<file path="config.mk">
export PLATFORM = sky130hd
export DESIGN_NAME = two_wire_register_slave
export DESIGN_NICKNAME = d
export VERILOG_FILES = /design/src/verilog/two_wire_slave_pkg.sv /design/src/verilog/two_wire_register_slave.sv
export SDC_FILE = /design/constraint.sdc
export NUM_CORES = 1
export LEC_CHECK = 0
export ABC_AREA = 1
export CORE_MARGIN = 5
export CORE_UTILIZATION = 55
export CTS_BUF_LIST = sky130_fd_sc_hd__clkbuf_16
export CTS_CLUSTER_DIAMETER = 50
export DETAILED_ROUTE_END_ITERATION = 6
export DONT_BUFFER_PORTS = 1
export GPL_TIMING_DRIVEN = 0
export PLACE_DENSITY = 0.73
export SLEW_MARGIN = 20
export SYNTH_ARGS = -nofsm -noshare
export SYNTH_HDL_FRONTEND = slang
export SYNTH_SLANG_ARGS = --single-unit
export TNS_END_PERCENT = 50
</file>
<file path="constraint.sdc">
create_clock -name sys_clk -period 2.35 [get_ports sys_clk]
set_input_delay 0.3525 -clock sys_clk [delete_from_list [all_inputs] [get_ports sys_clk]]
set_output_delay 0.3525 -clock sys_clk [all_outputs]
set_load 0.03 [all_outputs]
</file>
<file path="src/verilog/two_wire_slave_pkg.sv">
`default_nettype none
package two_wire_slave_pkg;

    // write forms of the two selectable bus addresses
    localparam logic [7:0]  BUS_ADDR_PRIMARY = 8'h90;
    localparam logic [7:0]  BUS_ADDR_ALTERNATE = 8'hBA;

    // bit position of the direction flag in the address byte
    localparam int          DIR_BIT = 0;

    // bit counter value of the eighth bit of a byte
    localparam logic [2:0]  LAST_BIT = 3'h7;
    localparam logic [2:0]  FIRST_BIT = 3'h0;

    // values after reset
    localparam logic [15:0] POINTER_RESET = 16'h0000;
    localparam logic [7:0]  BYTE_RESET = 8'h00;

    // message byte index within a write transfer
    localparam logic [1:0]  MSG_ADDR_HI = 2'h0;
    localparam logic [1:0]  MSG_ADDR_LO = 2'h1;
    localparam logic [1:0]  MSG_DATA = 2'h2;

    // default depth of the pin synchronisers
    localparam int          SYNC_STAGES_DEFAULT = 2;

    // one register word write toward the register file
    typedef struct packed {
        logic [15:0] addr;
        logic [15:0] data;
    } reg_write_t;

    // link sequencing states
    typedef enum logic [2:0] {
        ST_IDLE,
        ST_RECV,
        ST_ACK,
        ST_SEND,
        ST_MACK
    } link_state_t;

endpackage : two_wire_slave_pkg
`default_nettype wire
</file>
<file path="src/verilog/two_wire_register_slave.sv">
// Behaviour
// - bytes move eight bits, MSB first, each followed by an acknowledge bit
// - one bit per serial clock period; data changes only while clock is low
// - first byte after start: bits 7..1 slave address, bit 0 direction
// - select low answers 0x90/0x91, select high answers 0xBA/0xBB
// - both lines high means idle; start takes the link, stop frees it
// - start is data falling while clock high; repeated start allowed
// - stop is data rising while clock high and ends the transfer
// - transmitter releases data in acknowledge period; receiver drives low to acknowledge
// - acknowledge address byte only on match, otherwise keep line released
// - write carries 16-bit register address, high byte first, each acknowledged
// - then 16-bit write data, high byte first, each acknowledged
// - random read: write address, register address, repeated start, read address
// - single random read returns the 16-bit register as two bytes
// - read without register address uses the retained address
// - sequential read keeps sending bytes while master acknowledges
// - sequential write accepts further data bytes, acknowledging each
`timescale 1ns/100ps
`default_nettype none
module two_wire_register_slave #(
    parameter int SYNC_STAGES = two_wire_slave_pkg::SYNC_STAGES_DEFAULT
) (
    input  wire logic                            sys_clk,        // system clock
    input  wire logic                            resetn,         // synchronous reset, active low
    input  wire logic                            clkEn,          // freezes all state while low
    input  wire logic                            serialClock,    // serial clock pin from master
    input  wire logic                            serialDataIn,   // serial data line level
    output      logic                            serialDataOut,  // serial data drive value
    output      logic                            serialDataOeN,  // low while pulling data line low
    input  wire logic                            busAddrSelect,  // bus address select pin
    output      two_wire_slave_pkg::reg_write_t  wrReq,          // word write address and data
    output      logic                            wrValid,        // one-cycle write strobe
    output      logic [15:0]                     rdAddr,         // word address being read
    input  wire logic [15:0]                     rdData          // register contents at rdAddr
);
    import two_wire_slave_pkg::*;

    ////////////////////////////////////////////////////////////////////////////////
    // elaboration checks

    // a single stage would let a metastable level reach the edge detectors
    if (SYNC_STAGES < 2) begin : g_bad_sync
        $error("SYNC_STAGES must be at least 2");
    end

    ////////////////////////////////////////////////////////////////////////////////
    // pin synchronisers

    logic [SYNC_STAGES-1:0] sclSync;
    logic [SYNC_STAGES-1:0] sdaSync;
    logic [SYNC_STAGES-1:0] selSync;
    logic                   sclS;
    logic                   sdaS;
    logic                   selS;
    logic                   sclPrev;
    logic                   sdaPrev;

    // reset to the idle level so no false start appears at release
    always_ff @(posedge sys_clk) begin
        if (!resetn) begin
            sclSync <= '1;
            sdaSync <= '1;
            selSync <= '0;
        end else if (clkEn) begin
            sclSync <= {sclSync[SYNC_STAGES-2:0], serialClock};
            sdaSync <= {sdaSync[SYNC_STAGES-2:0], serialDataIn};
            selSync <= {selSync[SYNC_STAGES-2:0], busAddrSelect};
        end
    end

    assign sclS = sclSync[SYNC_STAGES-1];
    assign sdaS = sdaSync[SYNC_STAGES-1];
    assign selS = selSync[SYNC_STAGES-1];

    // previous settled levels for edge detection
    always_ff @(posedge sys_clk) begin
        if (!resetn) begin
            sclPrev <= 1'b1;
            sdaPrev <= 1'b1;
        end else if (clkEn) begin
            sclPrev <= sclS;
            sdaPrev <= sdaS;
        end
    end

    ////////////////////////////////////////////////////////////////////////////////
    // line events

    logic sclRise;
    logic sclFall;
    logic startSeen;
    logic stopSeen;

    // data is only sampled on clock rise, changes only go out after a fall
    assign sclRise = sclS & ~sclPrev;
    assign sclFall = ~sclS & sclPrev;
    assign startSeen = sclS & sclPrev & sdaPrev & ~sdaS;
    assign stopSeen = sclS & sclPrev & ~sdaPrev & sdaS;

    ////////////////////////////////////////////////////////////////////////////////
    // state

    link_state_t state;
    logic [2:0]  bitCnt;
    logic [7:0]  shiftReg;
    logic        byteFull;
    logic        isAddr;
    logic        readMode;
    logic [1:0]  msgIdx;
    logic [15:0] pointer;
    logic [7:0]  addrHi;
    logic [7:0]  dataHi;

    link_state_t next_state;
    logic [2:0]  next_bitCnt;
    logic [7:0]  next_shiftReg;
    logic        next_byteFull;
    logic        next_isAddr;
    logic        next_readMode;
    logic [1:0]  next_msgIdx;
    logic [15:0] next_pointer;
    logic [7:0]  next_addrHi;
    logic [7:0]  next_dataHi;
    logic        next_oeN;
    logic        next_wrValid;
    reg_write_t  next_wrReq;

    ////////////////////////////////////////////////////////////////////////////////
    // decoding

    logic [7:0]  ownAddr;
    logic        addrMatch;
    logic [7:0]  txByte;
    logic [15:0] pointerInc;
    logic [15:0] wordAddr;

    assign ownAddr = selS ? BUS_ADDR_ALTERNATE : BUS_ADDR_PRIMARY;
    assign addrMatch = (shiftReg[7:1] == ownAddr[7:1]);
    // register words are byte-addressed, high byte at the even address
    assign wordAddr = {pointer[15:1], 1'b0};
    assign txByte = pointer[0] ? rdData[7:0] : rdData[15:8];
    assign pointerInc = pointer + 16'h0001;
    assign rdAddr = wordAddr;
    // open drain: the line is only ever pulled low
    assign serialDataOut = 1'b0;

    ////////////////////////////////////////////////////////////////////////////////
    // link sequencer

    always_comb begin
        next_state = state;
        next_bitCnt = bitCnt;
        next_shiftReg = shiftReg;
        next_byteFull = byteFull;
        next_isAddr = isAddr;
        next_readMode = readMode;
        next_msgIdx = msgIdx;
        next_pointer = pointer;
        next_addrHi = addrHi;
        next_dataHi = dataHi;
        next_oeN = serialDataOeN;
        next_wrValid = 1'b0;
        next_wrReq = wrReq;
        if (stopSeen) begin
            // release everything; the pointer is kept for current reads
            next_state = ST_IDLE;
            next_oeN = 1'b1;
        end else if (startSeen) begin
            // a repeated start also ends a write cleanly here
            next_state = ST_RECV;
            next_isAddr = 1'b1;
            next_bitCnt = FIRST_BIT;
            next_byteFull = 1'b0;
            next_msgIdx = MSG_ADDR_HI;
            next_oeN = 1'b1;
        end else begin
            case (state)
                ST_RECV: begin
                    if (sclRise) begin
                        next_shiftReg = {shiftReg[6:0], sdaS};
                        next_bitCnt = bitCnt + 3'h1;
                        if (bitCnt == LAST_BIT) begin
                            next_byteFull = 1'b1;
                        end
                    end else if (sclFall && byteFull) begin
                        next_byteFull = 1'b0;
                        if (isAddr) begin
                            if (addrMatch) begin
                                next_isAddr = 1'b0;
                                next_readMode = shiftReg[DIR_BIT];
                                next_msgIdx = MSG_ADDR_HI;
                                next_oeN = 1'b0;
                                next_state = ST_ACK;
                            end else begin
                                next_state = ST_IDLE;
                            end
                        end else begin
                            next_oeN = 1'b0;
                            next_state = ST_ACK;
                            case (msgIdx)
                                MSG_ADDR_HI: begin
                                    next_addrHi = shiftReg;
                                    next_msgIdx = MSG_ADDR_LO;
                                end
                                MSG_ADDR_LO: begin
                                    next_pointer = {addrHi, shiftReg};
                                    next_msgIdx = MSG_DATA;
                                end
                                default: begin
                                    if (!pointer[0]) begin
                                        next_dataHi = shiftReg;
                                    end else begin
                                        next_wrValid = 1'b1;
                                        next_wrReq.addr = wordAddr;
                                        next_wrReq.data = {dataHi, shiftReg};
                                    end
                                    next_pointer = pointerInc;
                                end
                            endcase
                        end
                    end
                end
                ST_ACK: begin
                    // hold the acknowledge low through the whole high phase
                    if (sclFall) begin
                        next_bitCnt = FIRST_BIT;
                        if (readMode) begin
                            next_shiftReg = txByte;
                            next_oeN = txByte[7];
                            next_state = ST_SEND;
                        end else begin
                            next_oeN = 1'b1;
                            next_state = ST_RECV;
                        end
                    end
                end
                ST_SEND: begin
                    if (sclRise) begin
                        next_bitCnt = bitCnt + 3'h1;
                        if (bitCnt == LAST_BIT) begin
                            next_byteFull = 1'b1;
                        end
                    end else if (sclFall) begin
                        if (byteFull) begin
                            next_byteFull = 1'b0;
                            next_oeN = 1'b1;
                            next_pointer = pointerInc;
                            next_state = ST_MACK;
                        end else begin
                            next_shiftReg = {shiftReg[6:0], 1'b0};
                            next_oeN = shiftReg[6];
                        end
                    end
                end
                ST_MACK: begin
                    if (sclRise) begin
                        if (sdaS) begin
                            next_state = ST_IDLE;
                        end else begin
                            next_byteFull = 1'b1;
                        end
                    end else if (sclFall && byteFull) begin
                        next_byteFull = 1'b0;
                        next_bitCnt = FIRST_BIT;
                        next_shiftReg = txByte;
                        next_oeN = txByte[7];
                        next_state = ST_SEND;
                    end
                end
                default: begin
                    // idle or ignoring a transfer meant for another device
                    next_oeN = 1'b1;
                    next_byteFull = 1'b0;
                end
            endcase
        end
    end

    ////////////////////////////////////////////////////////////////////////////////
    // sequencer registers

    always_ff @(posedge sys_clk) begin
        if (!resetn) begin
            state <= ST_IDLE;
            bitCnt <= FIRST_BIT;
            shiftReg <= BYTE_RESET;
            byteFull <= 1'b0;
            isAddr <= 1'b0;
            readMode <= 1'b0;
            msgIdx <= MSG_ADDR_HI;
        end else if (clkEn) begin
            state <= next_state;
            bitCnt <= next_bitCnt;
            shiftReg <= next_shiftReg;
            byteFull <= next_byteFull;
            isAddr <= next_isAddr;
            readMode <= next_readMode;
            msgIdx <= next_msgIdx;
        end
    end

    // address, data and line drive registers
    always_ff @(posedge sys_clk) begin
        if (!resetn) begin
            pointer <= POINTER_RESET;
            addrHi <= BYTE_RESET;
            dataHi <= BYTE_RESET;
            serialDataOeN <= 1'b1;
            wrValid <= 1'b0;
            wrReq <= '0;
        end else if (clkEn) begin
            pointer <= next_pointer;
            addrHi <= next_addrHi;
            dataHi <= next_dataHi;
            serialDataOeN <= next_oeN;
            wrValid <= next_wrValid;
            wrReq <= next_wrReq;
        end
    end

endmodule : two_wire_register_slave
`default_nettype wire

</file>
==> After elaboration in Yosys (flattened, before gate mapping) <==
Index checks and enable logic that the tools add are counted.
{ "word_totals": {"ff_bits": 92, "in_bits": 22, "out_inout_bits": 51, "word_cells": 185} }
{ "classes": {"addsub": 2, "eq_ne": 40, "n_mux": 84, "bitwise_logic": 17, "n_reduce_logical": 23} }
{ "ops": {"columns": ["cell", "count"], "rows": [
  ["$mux W16", 6],
  ["$mux W8", 9],
  ["$pmux W16 S2", 2],
  ["$mux W3", 17],
  ["$ne A4 B4 Y1 const B", 10],
  ["$mux W1", 35],
  ["$pmux W8 S4", 1],
  ["$ne A2 B2 Y1 const B", 14],
  ["$reduce_and A9 Y1", 3],
  ["$add A16 B1 Y16 const B", 1],
  ["$mux W2", 8],
  ["$reduce_and A8 Y1", 2],
  ["$ne A5 B5 Y1 const B", 3],
  ["$reduce_and A7 Y1", 2],
  ["$pmux W3 S4", 1],
  ["$reduce_and A12 Y1", 1],
  ["$reduce_bool A4 Y1", 3],
  ["$reduce_and A11 Y1", 1],
  ["$not A1 Y1", 10],
  ["$reduce_and A10 Y1", 1],
  ["$reduce_and A5 Y1", 2],
  ["$ne A3 B3 Y1 const B", 3],
  ["$pmux W3 S3", 1],
  ["$pmux W1 S4", 2],
  ["other kinds (17)", 28]
]} }

==> Depth between registers and ports, before layout <==
{ "logic_depth": {"word_depth": 9, "mapped_depth": 14, "mapped_depth_nobuf": 14} }

==> Worst setup path after synthesis <==
Ideal clock, no wire load.
{ "synth_timing": {"path_type": "reg2reg", "start": "register sclPrev", "end": "register dataHi[0]", "setup_time_ns": 0.116, "arrival_time_ns": 1.709, "t_required_ns": 2.234, "slack_ns": 0.525, "path_stages_with_launch": 10, "path_buffers": 1, "synth_period_minus_slack_ns": 1.825, "cell_sequence": "dfxtp_1 > inv_1 > ha_1 > buf_2 > nor2_1 > nand2_1 > nor3_4 > nand2_1 > o21ai_0 > nor2_1"} }
{ "synth_between": {"elab_chain_len": 5, "word_cells_on_any_way": 13, "classes_between": "bitwise: 11; reduce/logical: 2"} }
{ "synth_lines": {"columns": ["element", "line_no", "rtl"], "rows": [
  ["start, declared", "two_wire_register_slave.sv:55", "logic sclPrev;"],
  ["start signal, assigned", "two_wire_register_slave.sv:81", "sclPrev <= sclS;"],
  ["$and A1 B1 Y1", "two_wire_register_slave.sv:97, two_wire_register_slave.sv:98", null],
  ["$and A1 B1 Y1, on equally long branches (2 in a row)", "two_wire_register_slave.sv:97, two_wire_register_slave.sv:98", null],
  ["$not A1 Y1 (no source line)", null, null],
  ["$reduce_and A9 Y1 (no source line) (*)", null, null],
  ["end signal, assigned", "two_wire_register_slave.sv:314", "dataHi <= next_dataHi;"],
  ["end, declared", "two_wire_register_slave.sv:112", "logic [7:0] dataHi;"]
]} }
Every way passes the cells marked *; elsewhere a longest branch is shown, timed or not.
A chain may end at the register's enable or synchronous reset.

==> Final worst setup path <==
{ "layout_timing": {"start": "register sclSync[1]", "end": "register pointer[12]"} }
{ "layout_between": {"elab_chain_len": 5, "word_cells_on_any_way": 16, "classes_between": "eq/ne: 4; bitwise: 10; reduce/logical: 2"} }
{ "layout_lines": {"columns": ["element", "line_no", "rtl"], "rows": [
  ["start, declared", "two_wire_register_slave.sv:49", "logic [SYNC_STAGES-1:0] sclSync;"],
  ["start signal, assigned", "two_wire_register_slave.sv:65", "sclSync <= {sclSync[SYNC_STAGES-2:0], serialClock};"],
  ["$not A1 Y1 or $and A1 B1 Y1 (tied branches)", "two_wire_register_slave.sv:96, two_wire_register_slave.sv:97, two_wire_register_slave.sv:98", null],
  ["$and A1 B1 Y1, on equally long branches", "two_wire_register_slave.sv:96, two_wire_register_slave.sv:97, two_wire_register_slave.sv:98", null],
  ["$logic_and A1 B1 Y1 (tied with other cells)", "two_wire_register_slave.sv:185", "end else if (sclFall && byteFull) begin"],
  ["$ne A2 B2 Y1 (no source line) or $not A1 Y1 (tied branches)", null, null],
  ["$reduce_and A11 Y1 (no source line) (*)", null, null],
  ["end signal, assigned", "two_wire_register_slave.sv:312", "pointer <= next_pointer;"],
  ["end, declared", "two_wire_register_slave.sv:110", "logic [15:0] pointer;"]
]} }
Marks and branches as above.

==> results.py <==
metrics = {
    "critical_path": {
        "arrival_ns": 2.37,
        "cpMaxStageDelayCell": "dfxtp_1",
        "crit_top_cell": "nand2_1",
        "worstSetupEndpointType": "flip-flop",
        "worstRegToRegCells": 13,
        "worstPathCellList": "inv_1 > ha_1 > nand2_1 > clkinv_1 > nand2_1 > nand2_4 > nand2_1 > nor2_2 > nand2_4 > inv_6 > buf_12 > a21oi_1 > nor2_1",
        "rrSetupSlack_ns": 0.22,
        "max_stage_delay_ns": 0.38,
        "path_class": "flip-flop to flip-flop",
        "cp.required_ns": 2.59,
        "timing.rr.end": "pointer[12]",
        "cp-start-kind": "flip-flop",
        "cp_max_fo": 10,
        "regToRegStartpoint": "sclSync[1]",
    },
    "global_route": {
        "grt_max_degree": 17,
        "first_global_vias": 4448,
        "antenna_found_initial": 0,
        "track_usage": 0.240,
        "grt_pass1_wl_mm": 21.8,
        "grt_overflow": 0,
    },
    "status": {
        "outcome": "finished clean",
    },
    "placed_design": {
        "place_hpwl_mm": 9.85,
        "routabilityCongestion": 0.952,
        "io_buffers": 0,
    },
    "logic_synthesis": {
        "syn_area_per_cell_um2": 6.94,
        "ys.warnings.count": 0,
        "synthesis.area_mm2": 0.00501,
        "synth-adder-area-share": 0.0150,
        "yosysSeqAreaShare": 0.368,
        "synth_top_family_by_area": "simple AND/OR/NAND/NOR gates",
        "synth.area.top_cells": "dfxtp_1 37%, nand2_1 9.4%, o21ai_0 7.6%, a21oi_1 7.2%, nor2_1 6.4%",
        "synth_compound_area_frac": 0.182,
        "synthSimpleGateAreaFrac": 0.307,
        "synth_top_area_frac": 0.368,
        "yosysTopAreaCell": "dfxtp_1",
        "synth_xor_area_frac": 0.00175,
        "ys_ff_latch": 92,
        "synth_cells": 721,
        "synth_mux_area_frac": 0,
        "synth_cell_types": 42,
    },
    "die": {
        "start_util": 0.569,
        "die_h_um": 105,
        "rows": 34,
        "fp.dieW_um": 105,
        "pin_count": 73,
        "core_mm2": 0.00881,
        "die_area_mm2": 0.0111,
    },
    "job": {
        "cap_violations": 0,
    },
    "final_layout": {
        "drive_above_1_share": 0.155,
        "final_common_cell": "nand2_1",
        "final_cell_mix": "125 x nand2_1, 92 x dfxtp_1, 86 x nor2_1, 82 x inv_1, 76 x o21ai_0",
        "utilization": 0.622,
        "area_growth_pct": 9.35,
        "n_antenna_cell": 0,
        "layout.nets": 765,
    },
    "detailed_routing": {
        "drtAntennaViolNets": 0,
        "wl_per_cell_um": 15.6,
        "drtIter0Drc": 301,
        "remaining_drc_errors": 0,
        "dr.pass1.iters": 6,
        "routed_wl_mm": 13.2,
        "viasPerCell": 5.63,
        "dr_total_vias": 4776,
    },
    "cts": {
        "cts_tree": "yes",
        "root_buffer": "clkbuf_16",
        "htree_num_levels": 3,
        "cts_buffer_depth": 2,
        "clk_latency_ns": 0.34,
        "cts.sinks": 92,
        "cts_buffers": 9,
        "holdBufCountCts": 0,
        "path_clk_slew_ns": 0.07,
    },
    "worst_hold_path": {
        "hp-class": "input port to flip-flop",
        "hold_start": "serialDataIn",
        "hold_depth": 2,
        "hold_path_end": "sdaSync[0]",
    },
    "power": {
        "power_mw": 3.72,
        "power_leakage_nw": 2.19,
        "ir_drop_v": 0.000332,
        "power.density_mw_per_mm2": 680,
    },
    "timing": {
        "tightest_slew_ns": 0.684,
        "period_minus_slack_ns": 2.13,
        "finalSetupTns_ns": 0,
        "hold_slack_ns": 0.131,
        "skew_ns": 0.00824,
        "max_freq_ghz": 0.469,
        "fin_crit_sh": 0.907,
        "relSlewSlack": 0.540,
        "finalHoldViolations": 0,
        "finalSetupViolCount": 0,
        "slew_viol_final": 0,
    },
}
[power by group]
| part | internal [mW] | switching [mW] | leakage (nW) |
|---|---|---|---|
| Combinational | 0.169 | 0.374 | 1.30 |
| Sequential | 1.61 | 0.0784 | 0.744 |
| Clock | 0.833 | 0.662 | 0.144 |
[final cells by class]
type	instances	area (µm²)
multi-input combinational	495	2540
fill	833	3330
sequential	92	1840
timing repair buffer	3	22.5
clock inverter	6	71.3
inverter	93	357
tap	108	135
buffer	43	279
clock buffer	9	225
[worst max-delay path, delay by kind of cell (launching register included)]
kind,cells,cell delay [ns]
flip-flops,1,0.38
AO/OA/AOI/OAI,1,0.13
buffers and inverters,4,0.50
AND/OR/NAND/NOR,7,0.78
adder cells (fa/ha/maj),1,0.23
[synthesized netlist by cell type, drive strengths merged]
cell type,instances
nor4,1
nand3,37
dfxtp,92
o21ai,86
nor2,96
nor3,29
buf,35
o211ai,2
clkbuf,8
clkinv,3
or2,1
a21oi,78
nand4,8
nand3b,1
nand2,140
ha,6
conb,1
o22ai,4
a211oi,1
a31oi,1
inv,90
xor2,1
[layer usage]
metal | part of all wire | track usage | vias up
met4 | 0.024 | 0.0881 | 0
met5 | 0 | 0 | -
met2 | 0.47 | 0.404 | 158
met3 | 0.061 | 0.0361 | 29
li1 | - | - | 2358
met1 | 0.44 | 0.311 | 2231
[repair_timing]
item                                    CTS  global route
buffers inserted                          0             3
gates resized for setup                   0             3
endpoints found under the setup margin    0            16
[worst max path at each step]
| stage | end | from | cells after the start | slack [ns] |
|---|---|---|---|---|
| 2_1_floorplan | dataHi[0] | sclPrev | 9 | 0.53 |
| 3_3_place_gp | wrReq[5] | sclSync[1] | 10 | 0.24 |
| 3_5_place_dp | wrReq[7] | sclSync[1] | 10 | 0.22 |
| 4_1_cts | wrReq[7] | sclSync[1] | 10 | 0.21 |
| 5_1_grt | dataHi[1] | sclPrev | 9 | -0.04 |
| 6_report | pointer[12] | sclSync[1] | 13 | 0.22 |
[kinds of logic (layout without fill, tap and decap cells)]
logic type               after synthesis  after routing
buffers and inverters                136            154
AO/OA/AOI/OAI                        172            172
AND/OR/NAND/NOR                      313            313
other                                  1              3
flip-flops                            92             92
XOR/XNOR                               1              1
adder cells (fa/ha/maj)                6              6
[per-stage QoR]
step	area (µm²)	std cells	worst slack, ns
after CTS	5450	846	0.209
after global placement	5150	831	0.242
final	5480	849	0.219
after detailed placement	5150	831	0.224
after floorplan	5010	723	0.525
after global routing	5480	849	-0.0372
[registers in the layout (all words and copies together) (netlist names)]
signal and flops:
sclPrev 1, bitCnt 3, readMode 1, dataHi 8, wrValid 1, serialDataOeN 1, isAddr 1, selSync 2
sdaSync 2, addrHi 8, state 3, msgIdx 2, byteFull 1, wrReq 31, sclSync 2, pointer 16
shiftReg 8, sdaPrev 1
No activity file was read; power rests on OpenSTA's default activity.
